**src/verilog/ict_defines.vh**
```
`ifndef ICT_DEFINES_VH
`define ICT_DEFINES_VH

// register byte addresses (low address bits)
`define ICT_ADDR_W          5
`define ICT_ADDR_TMR_CTRL   5'h00
`define ICT_ADDR_TMR_COUNT  5'h04
`define ICT_ADDR_CAP_CTRL   5'h08
`define ICT_ADDR_CAP_BUF    5'h0c
`define ICT_ADDR_IRQ_STAT   5'h10
`define ICT_ADDR_IRQ_MASK   5'h14

// timer control fields
`define ICT_TMR_RUN         15
`define ICT_TMR_IDLE        13
`define ICT_TMR_GATE        6
`define ICT_TMR_PS_HI       5
`define ICT_TMR_PS_LO       4
`define ICT_TMR_SYNC        2
`define ICT_TMR_SRC         1
`define ICT_TMR_WMASK       16'ha076
`define ICT_TMR_RESET       16'h0000

// capture control fields
`define ICT_CAP_IDLE        13
`define ICT_CAP_TB_HI       12
`define ICT_CAP_TB_LO       10
`define ICT_CAP_CPI_HI      6
`define ICT_CAP_CPI_LO      5
`define ICT_CAP_OVF         4
`define ICT_CAP_BNE         3
`define ICT_CAP_MODE_HI     2
`define ICT_CAP_MODE_LO     0
`define ICT_CAP_WMASK       16'h3c67
`define ICT_CAP_RESET       16'h0000

// capture modes
`define ICT_MODE_OFF        3'h0
`define ICT_MODE_BOTH       3'h1
`define ICT_MODE_FALL       3'h2
`define ICT_MODE_RISE       3'h3
`define ICT_MODE_RISE4      3'h4
`define ICT_MODE_RISE16     3'h5
`define ICT_MODE_WAKE       3'h7

// capture timebase codes
`define ICT_TB_TMR2         3'h1
`define ICT_TB_TMR4         3'h2
`define ICT_TB_TMR5         3'h3
`define ICT_TB_TMR1         3'h4
`define ICT_TB_SYS          3'h7

// prescale codes and terminal counts
`define ICT_PS_DIV1         2'h0
`define ICT_PS_DIV8         2'h1
`define ICT_PS_DIV64        2'h2
`define ICT_PS_LIM_1        8'h00
`define ICT_PS_LIM_8        8'h07
`define ICT_PS_LIM_64       8'h3f
`define ICT_PS_LIM_256      8'hff
`define ICT_CAP_LIM_4       4'h3
`define ICT_CAP_LIM_16      4'hf

// capture buffer
`define ICT_BUF_DEPTH       3'h4

// interrupt status bits
`define ICT_ST_W            3
`define ICT_ST_CAP          0
`define ICT_ST_TOVF         1
`define ICT_ST_COVF         2

// axi responses
`define ICT_RESP_OKAY       2'h0
`define ICT_RESP_SLVERR     2'h2

`endif

```
**src/verilog/ict_capture_timer.v**
```verilog
`timescale 1ns/1ps
`include "ict_defines.vh"

// Function
// timer halts in idle when idle-halt set
// gate accumulates on internal clock only
// prescale codes divide by 1, 8, 64, 256
// source bit selects external rising edges
// control write while running clears prescaler
// timebase select picks sampled counter
// interrupt after 1 to 4 captures
// software routes capture input to pin; not done here, capture_input comes straight from its port
// mode field selects capture edge behaviour
// buffer-not-empty, overflow flags; idle halt
module ict_capture_timer (
    input  wire        aclk,
    input  wire        aresetn,
    input  wire [31:0] s_axi_awaddr,
    input  wire        s_axi_awvalid,
    output reg         s_axi_awready,
    input  wire [31:0] s_axi_wdata,
    input  wire [3:0]  s_axi_wstrb,
    input  wire        s_axi_wvalid,
    output reg         s_axi_wready,
    output reg  [1:0]  s_axi_bresp,
    output reg         s_axi_bvalid,
    input  wire        s_axi_bready,
    input  wire [31:0] s_axi_araddr,
    input  wire        s_axi_arvalid,
    output reg         s_axi_arready,
    output reg  [31:0] s_axi_rdata,
    output reg  [1:0]  s_axi_rresp,
    output reg         s_axi_rvalid,
    input  wire        s_axi_rready,
    input  wire        timer_external_clock_pin,
    input  wire        timer_gate_pin,
    input  wire        capture_input,
    input  wire        idle_mode,
    input  wire        sleep_mode,
    input  wire [15:0] timer2_count,
    input  wire [15:0] timer4_count,
    input  wire [15:0] timer5_count,
    output reg         irq
);

    ////////////////////////////////////////////////////////////////////////////
    // declarations

    reg  [15:0] tmr_ctrl_reg;
    reg  [15:0] tmr_count_reg;
    reg  [7:0]  tmr_ps_reg;
    reg  [15:0] sys_count_reg;
    reg  [15:0] cap_ctrl_reg;
    reg  [15:0] buf_mem [0:3];
    reg  [1:0]  buf_wr_reg;
    reg  [1:0]  buf_rd_reg;
    reg  [2:0]  buf_fill_reg;
    reg         cap_ovf_reg;
    reg  [3:0]  cap_ps_reg;
    reg  [1:0]  cap_cpi_reg;
    reg  [2:0]  st_reg;
    reg  [2:0]  st_next;
    reg  [2:0]  mask_reg;
    reg  [2:0]  ext_sync_reg;
    reg  [1:0]  gate_sync_reg;
    reg  [2:0]  cap_sync_reg;
    reg  [15:0] tb_value;
    reg         edge_hit;
    reg  [31:0] rd_value;
    reg         rd_ok;

    wire        wr_fire   = s_axi_awready & s_axi_awvalid & s_axi_wvalid;
    wire        rd_fire   = s_axi_arready & s_axi_arvalid;
    wire [4:0]  wr_addr   = s_axi_awaddr[`ICT_ADDR_W-1:0];
    wire [4:0]  rd_addr   = s_axi_araddr[`ICT_ADDR_W-1:0];
    wire [15:0] wr_data   = byte_merge(s_axi_wdata[15:0], s_axi_wstrb[1:0]);
    wire        wr_tctrl  = wr_fire & (wr_addr == `ICT_ADDR_TMR_CTRL);
    wire        wr_tcount = wr_fire & (wr_addr == `ICT_ADDR_TMR_COUNT);
    wire        wr_cctrl  = wr_fire & (wr_addr == `ICT_ADDR_CAP_CTRL);
    wire        wr_stat   = wr_fire & (wr_addr == `ICT_ADDR_IRQ_STAT);
    wire        wr_mask   = wr_fire & (wr_addr == `ICT_ADDR_IRQ_MASK);
    wire        rd_pop    = rd_fire & (rd_addr == `ICT_ADDR_CAP_BUF) & (buf_fill_reg != 3'h0);

    // byte-lane merge of the low half-word
    function [15:0] byte_merge;
        input [15:0] data;
        input [1:0]  strb;
        begin
            byte_merge = {strb[1] ? data[15:8] : 8'h00, strb[0] ? data[7:0] : 8'h00};
        end
    endfunction

    // does a low address hit a mapped register
    function addr_mapped;
        input [4:0] addr;
        begin
            addr_mapped = (addr == `ICT_ADDR_TMR_CTRL) || (addr == `ICT_ADDR_TMR_COUNT) ||
                          (addr == `ICT_ADDR_CAP_CTRL) || (addr == `ICT_ADDR_CAP_BUF) ||
                          (addr == `ICT_ADDR_IRQ_STAT) || (addr == `ICT_ADDR_IRQ_MASK);
        end
    endfunction

    // prescale terminal count per code
    function [7:0] ps_limit;
        input [1:0] code;
        begin
            case (code)
                `ICT_PS_DIV1:  ps_limit = `ICT_PS_LIM_1;
                `ICT_PS_DIV8:  ps_limit = `ICT_PS_LIM_8;
                `ICT_PS_DIV64: ps_limit = `ICT_PS_LIM_64;
                default:       ps_limit = `ICT_PS_LIM_256;
            endcase
        end
    endfunction

    ////////////////////////////////////////////////////////////////////////////
    // pin synchronisers, first stage feeds only the second

    always @(posedge aclk) begin
        if (!aresetn) begin
            ext_sync_reg  <= 3'h0;
            gate_sync_reg <= 2'h0;
            cap_sync_reg  <= 3'h0;
        end else begin
            ext_sync_reg  <= {ext_sync_reg[1:0], timer_external_clock_pin};
            gate_sync_reg <= {gate_sync_reg[0], timer_gate_pin};
            cap_sync_reg  <= {cap_sync_reg[1:0], capture_input};
        end
    end

    wire ext_rise = ext_sync_reg[1] & ~ext_sync_reg[2];
    wire cap_rise = cap_sync_reg[1] & ~cap_sync_reg[2];
    wire cap_fall = ~cap_sync_reg[1] & cap_sync_reg[2];

    ////////////////////////////////////////////////////////////////////////////
    // timer source, gating and halting

    wire tmr_src_ext = tmr_ctrl_reg[`ICT_TMR_SRC];
    wire tmr_tick    = tmr_src_ext ? ext_rise :
                       (tmr_ctrl_reg[`ICT_TMR_GATE] ? gate_sync_reg[1] : 1'b1);
    wire tmr_halt    = ~tmr_ctrl_reg[`ICT_TMR_RUN] |
                       (tmr_ctrl_reg[`ICT_TMR_IDLE] & idle_mode);
    wire tmr_ps_end  = tmr_ps_reg == ps_limit(tmr_ctrl_reg[`ICT_TMR_PS_HI:`ICT_TMR_PS_LO]);
    wire tmr_inc     = ~tmr_halt & tmr_tick & tmr_ps_end;
    wire tmr_ovf     = tmr_inc & (tmr_count_reg == 16'hffff);

    // timer control, prescaler and count
    always @(posedge aclk) begin
        if (!aresetn) begin
            tmr_ctrl_reg  <= `ICT_TMR_RESET;
            tmr_ps_reg    <= 8'h00;
            tmr_count_reg <= 16'h0000;
        end else begin
            if (wr_tctrl)
                tmr_ctrl_reg <= wr_data & `ICT_TMR_WMASK;
            if (wr_tctrl && tmr_ctrl_reg[`ICT_TMR_RUN])
                tmr_ps_reg <= 8'h00;
            else if (!tmr_halt && tmr_tick)
                tmr_ps_reg <= tmr_ps_end ? 8'h00 : tmr_ps_reg + 8'h01;
            if (wr_tcount)
                tmr_count_reg <= wr_data;
            else if (tmr_inc)
                tmr_count_reg <= tmr_count_reg + 16'h0001;
        end
    end

    // free-running system timebase
    always @(posedge aclk) begin
        if (!aresetn)
            sys_count_reg <= 16'h0000;
        else
            sys_count_reg <= sys_count_reg + 16'h0001;
    end

    ////////////////////////////////////////////////////////////////////////////
    // capture timebase and edge selection

    wire [2:0] cap_mode = cap_ctrl_reg[`ICT_CAP_MODE_HI:`ICT_CAP_MODE_LO];
    wire [1:0] cap_cpi  = cap_ctrl_reg[`ICT_CAP_CPI_HI:`ICT_CAP_CPI_LO];
    wire       cap_halt = cap_ctrl_reg[`ICT_CAP_IDLE] & idle_mode;

    // timebase mux, reserved codes sample zero
    always @* begin
        case (cap_ctrl_reg[`ICT_CAP_TB_HI:`ICT_CAP_TB_LO])
            `ICT_TB_SYS:  tb_value = sys_count_reg;
            `ICT_TB_TMR1: tb_value = tmr_count_reg;
            `ICT_TB_TMR5: tb_value = timer5_count;
            `ICT_TB_TMR4: tb_value = timer4_count;
            `ICT_TB_TMR2: tb_value = timer2_count;
            default:      tb_value = 16'h0000;
        endcase
    end

    // edge qualifying per mode
    always @* begin
        case (cap_mode)
            `ICT_MODE_BOTH:   edge_hit = cap_rise | cap_fall;
            `ICT_MODE_FALL:   edge_hit = cap_fall;
            `ICT_MODE_RISE:   edge_hit = cap_rise;
            `ICT_MODE_RISE4:  edge_hit = cap_rise & (cap_ps_reg == `ICT_CAP_LIM_4);
            `ICT_MODE_RISE16: edge_hit = cap_rise & (cap_ps_reg == `ICT_CAP_LIM_16);
            default:          edge_hit = 1'b0;
        endcase
    end

    wire cap_pre   = (cap_mode == `ICT_MODE_RISE4) | (cap_mode == `ICT_MODE_RISE16);
    wire cap_store = edge_hit & ~cap_halt;
    wire buf_full  = buf_fill_reg == `ICT_BUF_DEPTH;
    wire buf_push  = cap_store & ~buf_full;
    wire cap_irq_ev = (cap_store & ((cap_mode == `ICT_MODE_BOTH) | (cap_cpi_reg == cap_cpi))) |
                      ((cap_mode == `ICT_MODE_WAKE) & cap_rise & (idle_mode | sleep_mode));

    ////////////////////////////////////////////////////////////////////////////
    // capture control, prescaler, count per interrupt, buffer

    always @(posedge aclk) begin
        if (!aresetn) begin
            cap_ctrl_reg <= `ICT_CAP_RESET;
            cap_ps_reg   <= 4'h0;
            cap_cpi_reg  <= 2'h0;
            buf_wr_reg   <= 2'h0;
            buf_rd_reg   <= 2'h0;
            buf_fill_reg <= 3'h0;
            cap_ovf_reg  <= 1'b0;
        end else begin
            if (wr_cctrl)
                cap_ctrl_reg <= wr_data & `ICT_CAP_WMASK;
            if (cap_mode == `ICT_MODE_OFF) begin
                // module off: flush buffer and flags
                cap_ps_reg   <= 4'h0;
                cap_cpi_reg  <= 2'h0;
                buf_wr_reg   <= 2'h0;
                buf_rd_reg   <= 2'h0;
                buf_fill_reg <= 3'h0;
                cap_ovf_reg  <= 1'b0;
            end else begin
                if (cap_pre && cap_rise && !cap_halt)
                    cap_ps_reg <= edge_hit ? 4'h0 : cap_ps_reg + 4'h1;
                if (cap_store && cap_mode != `ICT_MODE_BOTH)
                    cap_cpi_reg <= (cap_cpi_reg == cap_cpi) ? 2'h0 : cap_cpi_reg + 2'h1;
                if (buf_push)
                    buf_wr_reg <= buf_wr_reg + 2'h1;
                if (rd_pop)
                    buf_rd_reg <= buf_rd_reg + 2'h1;
                if (buf_push && !rd_pop)
                    buf_fill_reg <= buf_fill_reg + 3'h1;
                else if (rd_pop && !buf_push)
                    buf_fill_reg <= buf_fill_reg - 3'h1;
                if (cap_store && buf_full)
                    cap_ovf_reg <= 1'b1;
            end
        end
    end

    // buffer storage
    always @(posedge aclk) begin
        if (buf_push && cap_mode != `ICT_MODE_OFF)
            buf_mem[buf_wr_reg] <= tb_value;
    end

    ////////////////////////////////////////////////////////////////////////////
    // interrupt status, set wins over write-one clear

    always @* begin
        st_next = st_reg;
        if (wr_stat)
            st_next = st_next & ~wr_data[`ICT_ST_W-1:0];
        if (cap_irq_ev && cap_mode != `ICT_MODE_OFF)
            st_next[`ICT_ST_CAP] = 1'b1;
        if (tmr_ovf)
            st_next[`ICT_ST_TOVF] = 1'b1;
        if (cap_store && buf_full && cap_mode != `ICT_MODE_OFF)
            st_next[`ICT_ST_COVF] = 1'b1;
    end

    always @(posedge aclk) begin
        if (!aresetn) begin
            st_reg   <= 3'h0;
            mask_reg <= 3'h0;
            irq      <= 1'b0;
        end else begin
            st_reg <= st_next;
            if (wr_mask)
                mask_reg <= wr_data[`ICT_ST_W-1:0];
            irq <= |(st_next & (wr_mask ? wr_data[`ICT_ST_W-1:0] : mask_reg));
        end
    end

    ////////////////////////////////////////////////////////////////////////////
    // read mux

    always @* begin
        rd_value = 32'h0000_0000;
        rd_ok    = addr_mapped(rd_addr);
        case (rd_addr)
            `ICT_ADDR_TMR_CTRL:  rd_value[15:0] = tmr_ctrl_reg;
            `ICT_ADDR_TMR_COUNT: rd_value[15:0] = tmr_count_reg;
            `ICT_ADDR_CAP_CTRL: begin
                rd_value[15:0]       = cap_ctrl_reg;
                rd_value[`ICT_CAP_OVF] = cap_ovf_reg;
                rd_value[`ICT_CAP_BNE] = buf_fill_reg != 3'h0;
            end
            `ICT_ADDR_CAP_BUF:   rd_value[15:0] = (|buf_fill_reg) ? buf_mem[buf_rd_reg] : 16'h0000;
            `ICT_ADDR_IRQ_STAT:  rd_value[`ICT_ST_W-1:0] = st_reg;
            `ICT_ADDR_IRQ_MASK:  rd_value[`ICT_ST_W-1:0] = mask_reg;
            default:             rd_value = 32'h0000_0000;
        endcase
    end

    ////////////////////////////////////////////////////////////////////////////
    // axi4-lite handshakes, one write and one read at a time

    always @(posedge aclk) begin
        if (!aresetn) begin
            s_axi_awready <= 1'b0;
            s_axi_wready  <= 1'b0;
            s_axi_bvalid  <= 1'b0;
            s_axi_bresp   <= `ICT_RESP_OKAY;
            s_axi_arready <= 1'b0;
            s_axi_rvalid  <= 1'b0;
            s_axi_rresp   <= `ICT_RESP_OKAY;
            s_axi_rdata   <= 32'h0000_0000;
        end else begin
            s_axi_awready <= s_axi_awvalid & s_axi_wvalid & ~s_axi_awready & ~s_axi_bvalid;
            s_axi_wready  <= s_axi_awvalid & s_axi_wvalid & ~s_axi_awready & ~s_axi_bvalid;
            if (wr_fire) begin
                s_axi_bvalid <= 1'b1;
                s_axi_bresp  <= addr_mapped(wr_addr) ? `ICT_RESP_OKAY : `ICT_RESP_SLVERR;
            end else if (s_axi_bready)
                s_axi_bvalid <= 1'b0;
            s_axi_arready <= s_axi_arvalid & ~s_axi_arready & ~s_axi_rvalid;
            if (rd_fire) begin
                s_axi_rvalid <= 1'b1;
                s_axi_rdata  <= rd_value;
                s_axi_rresp  <= rd_ok ? `ICT_RESP_OKAY : `ICT_RESP_SLVERR;
            end else if (s_axi_rready)
                s_axi_rvalid <= 1'b0;
        end
    end

endmodule

```
**config.mk**
```make
export PLATFORM = sky130hd
export DESIGN_NAME = ict_capture_timer
export DESIGN_NICKNAME = d
export VERILOG_FILES = /design/src/verilog/ict_capture_timer.v
export VERILOG_INCLUDE_DIRS = /design/src /design/src/verilog
export SDC_FILE = /design/constraint.sdc
export NUM_CORES = 1
export LEC_CHECK = 0
export ABC_AREA = 1
export BUFFER_PORTS_ARGS = -buffer_cell sky130_fd_sc_hd__buf_2
export CAP_MARGIN = 20
export CORE_MARGIN = 4
export CORE_UTILIZATION = 52
export CTS_BUF_LIST = sky130_fd_sc_hd__clkbuf_8
export DETAILED_ROUTE_END_ITERATION = 12
export PLACE_DENSITY_LB_ADDON = 0.3
export SLEW_MARGIN = 40
export SYNTH_ARGS = -nofsm -noshare
export SYNTH_HDL_FRONTEND = slang
export SYNTH_SLANG_ARGS = --single-unit
```
**constraint.sdc**
```tcl
create_clock -name aclk -period 4.5 [get_ports aclk]
set_input_delay 0.675 -clock aclk [delete_from_list [all_inputs] [get_ports aclk]]
set_output_delay 0.675 -clock aclk [all_outputs]
set_load 0.03 [all_outputs]
```
==> results_dict.tcl <==
set metrics [dict create \
    largest_register_ff_count 64 \
    synthCells 1109 \
    drt-pass1-iter-count 5 \
    pin_count 202 \
    synth_top_area_cell "sky130_fd_sc_hd__dfxtp_1" \
    hold_viol_final 0 \
    worst_slew_pin_slew_ns 0.684 \
    dieHeight_um 138 \
    fmaxAchievable_mhz 390 \
    hpwlAfterDp_mm 16.6 \
    routed_wirelength_mm 22.6 \
    antenna_cells 0 \
    std_cell_rows 47 \
    synthesis.area_per_instance_um2 7.93 \
    die-width_um 138 \
    routed_vias 7765 \
    setup_viol 0 \
    synth_async_sr_flop_share_pct 0 \
    footprint_of_the_multi_input_gates_um2 3950 \
    drt-vias-per-instance 5.40 \
    setup.worst_path.end_class "flop" \
    master_cell_of_the_clock_root_buffer "sky130_fd_sc_hd__clkbuf_8" \
    grt_setup_unrepaired "false" \
    nNetsFinal 1378 \
    netlist.area_leader.share_pct 24.8 \
    globalRouteOverflowTotal 0 \
    postCtsHoldBufs 0 \
    worstRegToRegCells 18 \
    clock_tree_from_tritoncts "done" \
    fill_cells 1477 \
    grt_usage_pct 23.5 \
    start_util_pct 53.1 \
    synth.distinct_cells 55 \
    synth_area_um2 8800 \
    grt_antenna_before_repair 0 \
    share_of_cells_above_drive_strength_1_pct 17.1 \
    seqCellArea_um2 4100 \
    yosys_warnings 0 \
    syn2layout_area_growth_pct 11.7 \
    drt_iter0_markers 721 \
    design.die.area_um2 19100 \
    req_time_crit_path_ns 4.90 \
    largest-register "buf_mem" \
    most_frequently_used_flop_master_after_synthesis "sky130_fd_sc_hd__dfxtp_1" \
    final_period_minus_worst_setup_slack_ns 2.56 \
    totalNegativeSetupSlack_ns 0 \
    ctsHtreeMaxLevel 4 \
    clk_pin_slew_ns 0.08 \
    max_cap_violations 0 \
    worst-endpoint-arrival_ns 2.96 \
    power_w 0.00287 \
    wire_length_of_the_first_global_routing_pass_mm 36.2 \
    timing_max_transition_violations_final 0 \
    synth_commonest_cells "258 x sky130_fd_sc_hd__nand2_1, 121 x sky130_fd_sc_hd__inv_1, 109 x sky130_fd_sc_hd__dfxtp_1" \
    ys_top_cells_by_area "sky130_fd_sc_hd__dfxtp_1 25%, sky130_fd_sc_hd__edfxtp_1 22%, sky130_fd_sc_hd__nand2_1 11%" \
    core_area_um2 16600 \
    max_slew_margin_vs_limit_pct 54.2 \
    cts_buffer_depth 2 \
    power.static_leakage_nw 3.97 \
    placed_cells_incl_taps 1407 \
    antenna_violating_nets_post_route 0 \
    post-cts-setup-buffers 0 \
    io_buffer_count 111 \
    detail_route.wl_per_cell_um 15.7 \
    first_global_vias 7039 \
    synth.most_common_cell "sky130_fd_sc_hd__nand2_1" \
    min_path_cells 3 \
    gp_congestion 0.902 \
    seq_area_frac_synth_pct 46.6 \
    final.period_utilization_pct 56.9 \
    grt_max_degree 50 \
    synth_edf_count 64 \
    cts_made_buffers 17 \
    cp-start-kind "flop" \
    critical_path_peak_fanout 7 \
    worstHoldPathType "in -> reg" \
    cts_sinks 173 \
    post_cts.resized_instances 0 \
    power_per_cell_area_nw_per_um2 292 \
    peakVddDrop_mv 0.218 \
    drc 0 \
    worstSetupPathType "reg -> reg" \
    postSynthRegisterBits 173 \
    finish.cell_count_without_fillers 1439 \
    clock_insertion_delay_worst_skew_ns 0.47 \
    final.setup_skew_ns 0.0159 \
    outcome "finished clean" \
]
worst max-delay path: stages, from the launching register on:
cell and delay [ns]:
sky130_fd_sc_hd__dfxtp_1 0.36, sky130_fd_sc_hd__inv_1 0.05, sky130_fd_sc_hd__ha_1 0.28, sky130_fd_sc_hd__nand2_1 0.07
sky130_fd_sc_hd__nand2_1 0.04, sky130_fd_sc_hd__nand2_1 0.07, sky130_fd_sc_hd__nand2_1 0.06, sky130_fd_sc_hd__inv_2 0.07
sky130_fd_sc_hd__nand2_4 0.08, sky130_fd_sc_hd__nor2_8 0.13, sky130_fd_sc_hd__nand2_4 0.14, sky130_fd_sc_hd__clkinv_4 0.08
sky130_fd_sc_hd__ha_1 0.13, sky130_fd_sc_hd__inv_1 0.06, sky130_fd_sc_hd__fa_1 0.37, sky130_fd_sc_hd__o21ai_0 0.17
sky130_fd_sc_hd__a21o_1 0.12, sky130_fd_sc_hd__o21ai_0 0.07, sky130_fd_sc_hd__a21oi_1 0.13
placed cells by master (no fill, tap or decap), types with 3 or more instances in the layout:
master and count:
sky130_fd_sc_hd__nand2_1 258, sky130_fd_sc_hd__inv_1 125, sky130_fd_sc_hd__buf_2 111, sky130_fd_sc_hd__dfxtp_1 109, sky130_fd_sc_hd__nor2_1 100, sky130_fd_sc_hd__a21oi_1 78
sky130_fd_sc_hd__o21ai_0 69, sky130_fd_sc_hd__edfxtp_1 64, sky130_fd_sc_hd__nand3_1 63, sky130_fd_sc_hd__nand4_1 19, sky130_fd_sc_hd__clkbuf_8 19, sky130_fd_sc_hd__conb_1 18
sky130_fd_sc_hd__inv_2 16, sky130_fd_sc_hd__nor2_4 11, sky130_fd_sc_hd__ha_1 11, sky130_fd_sc_hd__a221oi_1 10, sky130_fd_sc_hd__o22ai_1 10, sky130_fd_sc_hd__nor2_2 9
sky130_fd_sc_hd__a22oi_1 8, sky130_fd_sc_hd__o211ai_1 8, sky130_fd_sc_hd__nor3_1 8, sky130_fd_sc_hd__o2111ai_1 7, sky130_fd_sc_hd__nand2_2 7, sky130_fd_sc_hd__xor2_1 7
sky130_fd_sc_hd__nand3_2 6, sky130_fd_sc_hd__o21a_1 6, sky130_fd_sc_hd__o21ai_1 6, sky130_fd_sc_hd__a211oi_1 6, sky130_fd_sc_hd__nor3_4 5, sky130_fd_sc_hd__xnor2_1 5
sky130_fd_sc_hd__a31oi_1 3, sky130_fd_sc_hd__a21oi_2 3, sky130_fd_sc_hd__bufinv_16 3, sky130_fd_sc_hd__buf_4 3
layer usage:
metal	vias to the layer above	wire [µm]	share of wire [%]	GRT usage [%]
met4	0	524	2.3	7.59
met5	-	0	0	0
met3	39	1580	7.0	5.28
met1	3583	9750	43	31.6
met2	299	10800	48	38.1
li1	3844	-	-	-
area by class of cell:
type,count,area share (%)
well taps,220,2.80
repair buffers,114,5.88
clock buffers,19,2.66
flip-flops and latches,173,41.8
inverters,138,5.32
clock inverters,13,1.39
multi-input cells,762,40.2
path summary, 6_finish.rpt:
kind | to | slack (ns) | from
max | buf_fill_reg[2]$_SDFFE_PP0P_ | 1.94 | cap_sync_reg[1]$_SDFF_PN0_
min | ext_sync_reg[0]$_SDFF_PN0_ | 0.39 | timer_external_clock_pin
max reg2reg | buf_fill_reg[2]$_SDFFE_PP0P_ | 1.94 | cap_sync_reg[1]$_SDFF_PN0_
min reg2reg | ext_sync_reg[1]$_SDFF_PN0_ | 0.42 | ext_sync_reg[0]$_SDFF_PN0_
kinds of logic (layout without fill, tap and decap cells):
logic type	after synthesis	in the layout	share of synthesized area (%)
xor gates and xnor gates	12	12	1.19
and+or+nand+nor	500	500	26.1
adders and majority gates	12	12	1.79
AOI/OAI and AO/OA	219	219	14.5
DFF	173	173	46.6
other	1	18	0.0426
buffers and inverters	191	284	9.61
muxes	1	1	0.114
per-stage QoR:
step / utilization (%) / cell area [µm²] / worst slack, ns / hold WS, ns
6_report: 59.3 / 9830 / 1.94 / 0.386
5_1_grt: 59.3 / 9830 / 1.59 / 0.364
4_1_cts: 59.3 / 9830 / 1.93 / 0.354
3_5_place_dp: 56.9 / 9430 / 1.75 / 0.399
3_3_place_gp: 56.7 / 9400 / 1.79 / 0.396
2_1_floorplan: - / 8860 / 2.21 / 0.390
where the power goes:
part / internal, W / switching [W] / leakage (nW)
clock: 0.000565 / 0.000545 / 0.223
combinational: 0.0000447 / 0.0000935 / 2.27
sequential: 0.00162 / 0.00000654 / 1.48
total: 0.00223 / 0.000645 / 3.97
(Power assumes the default switching activity.)
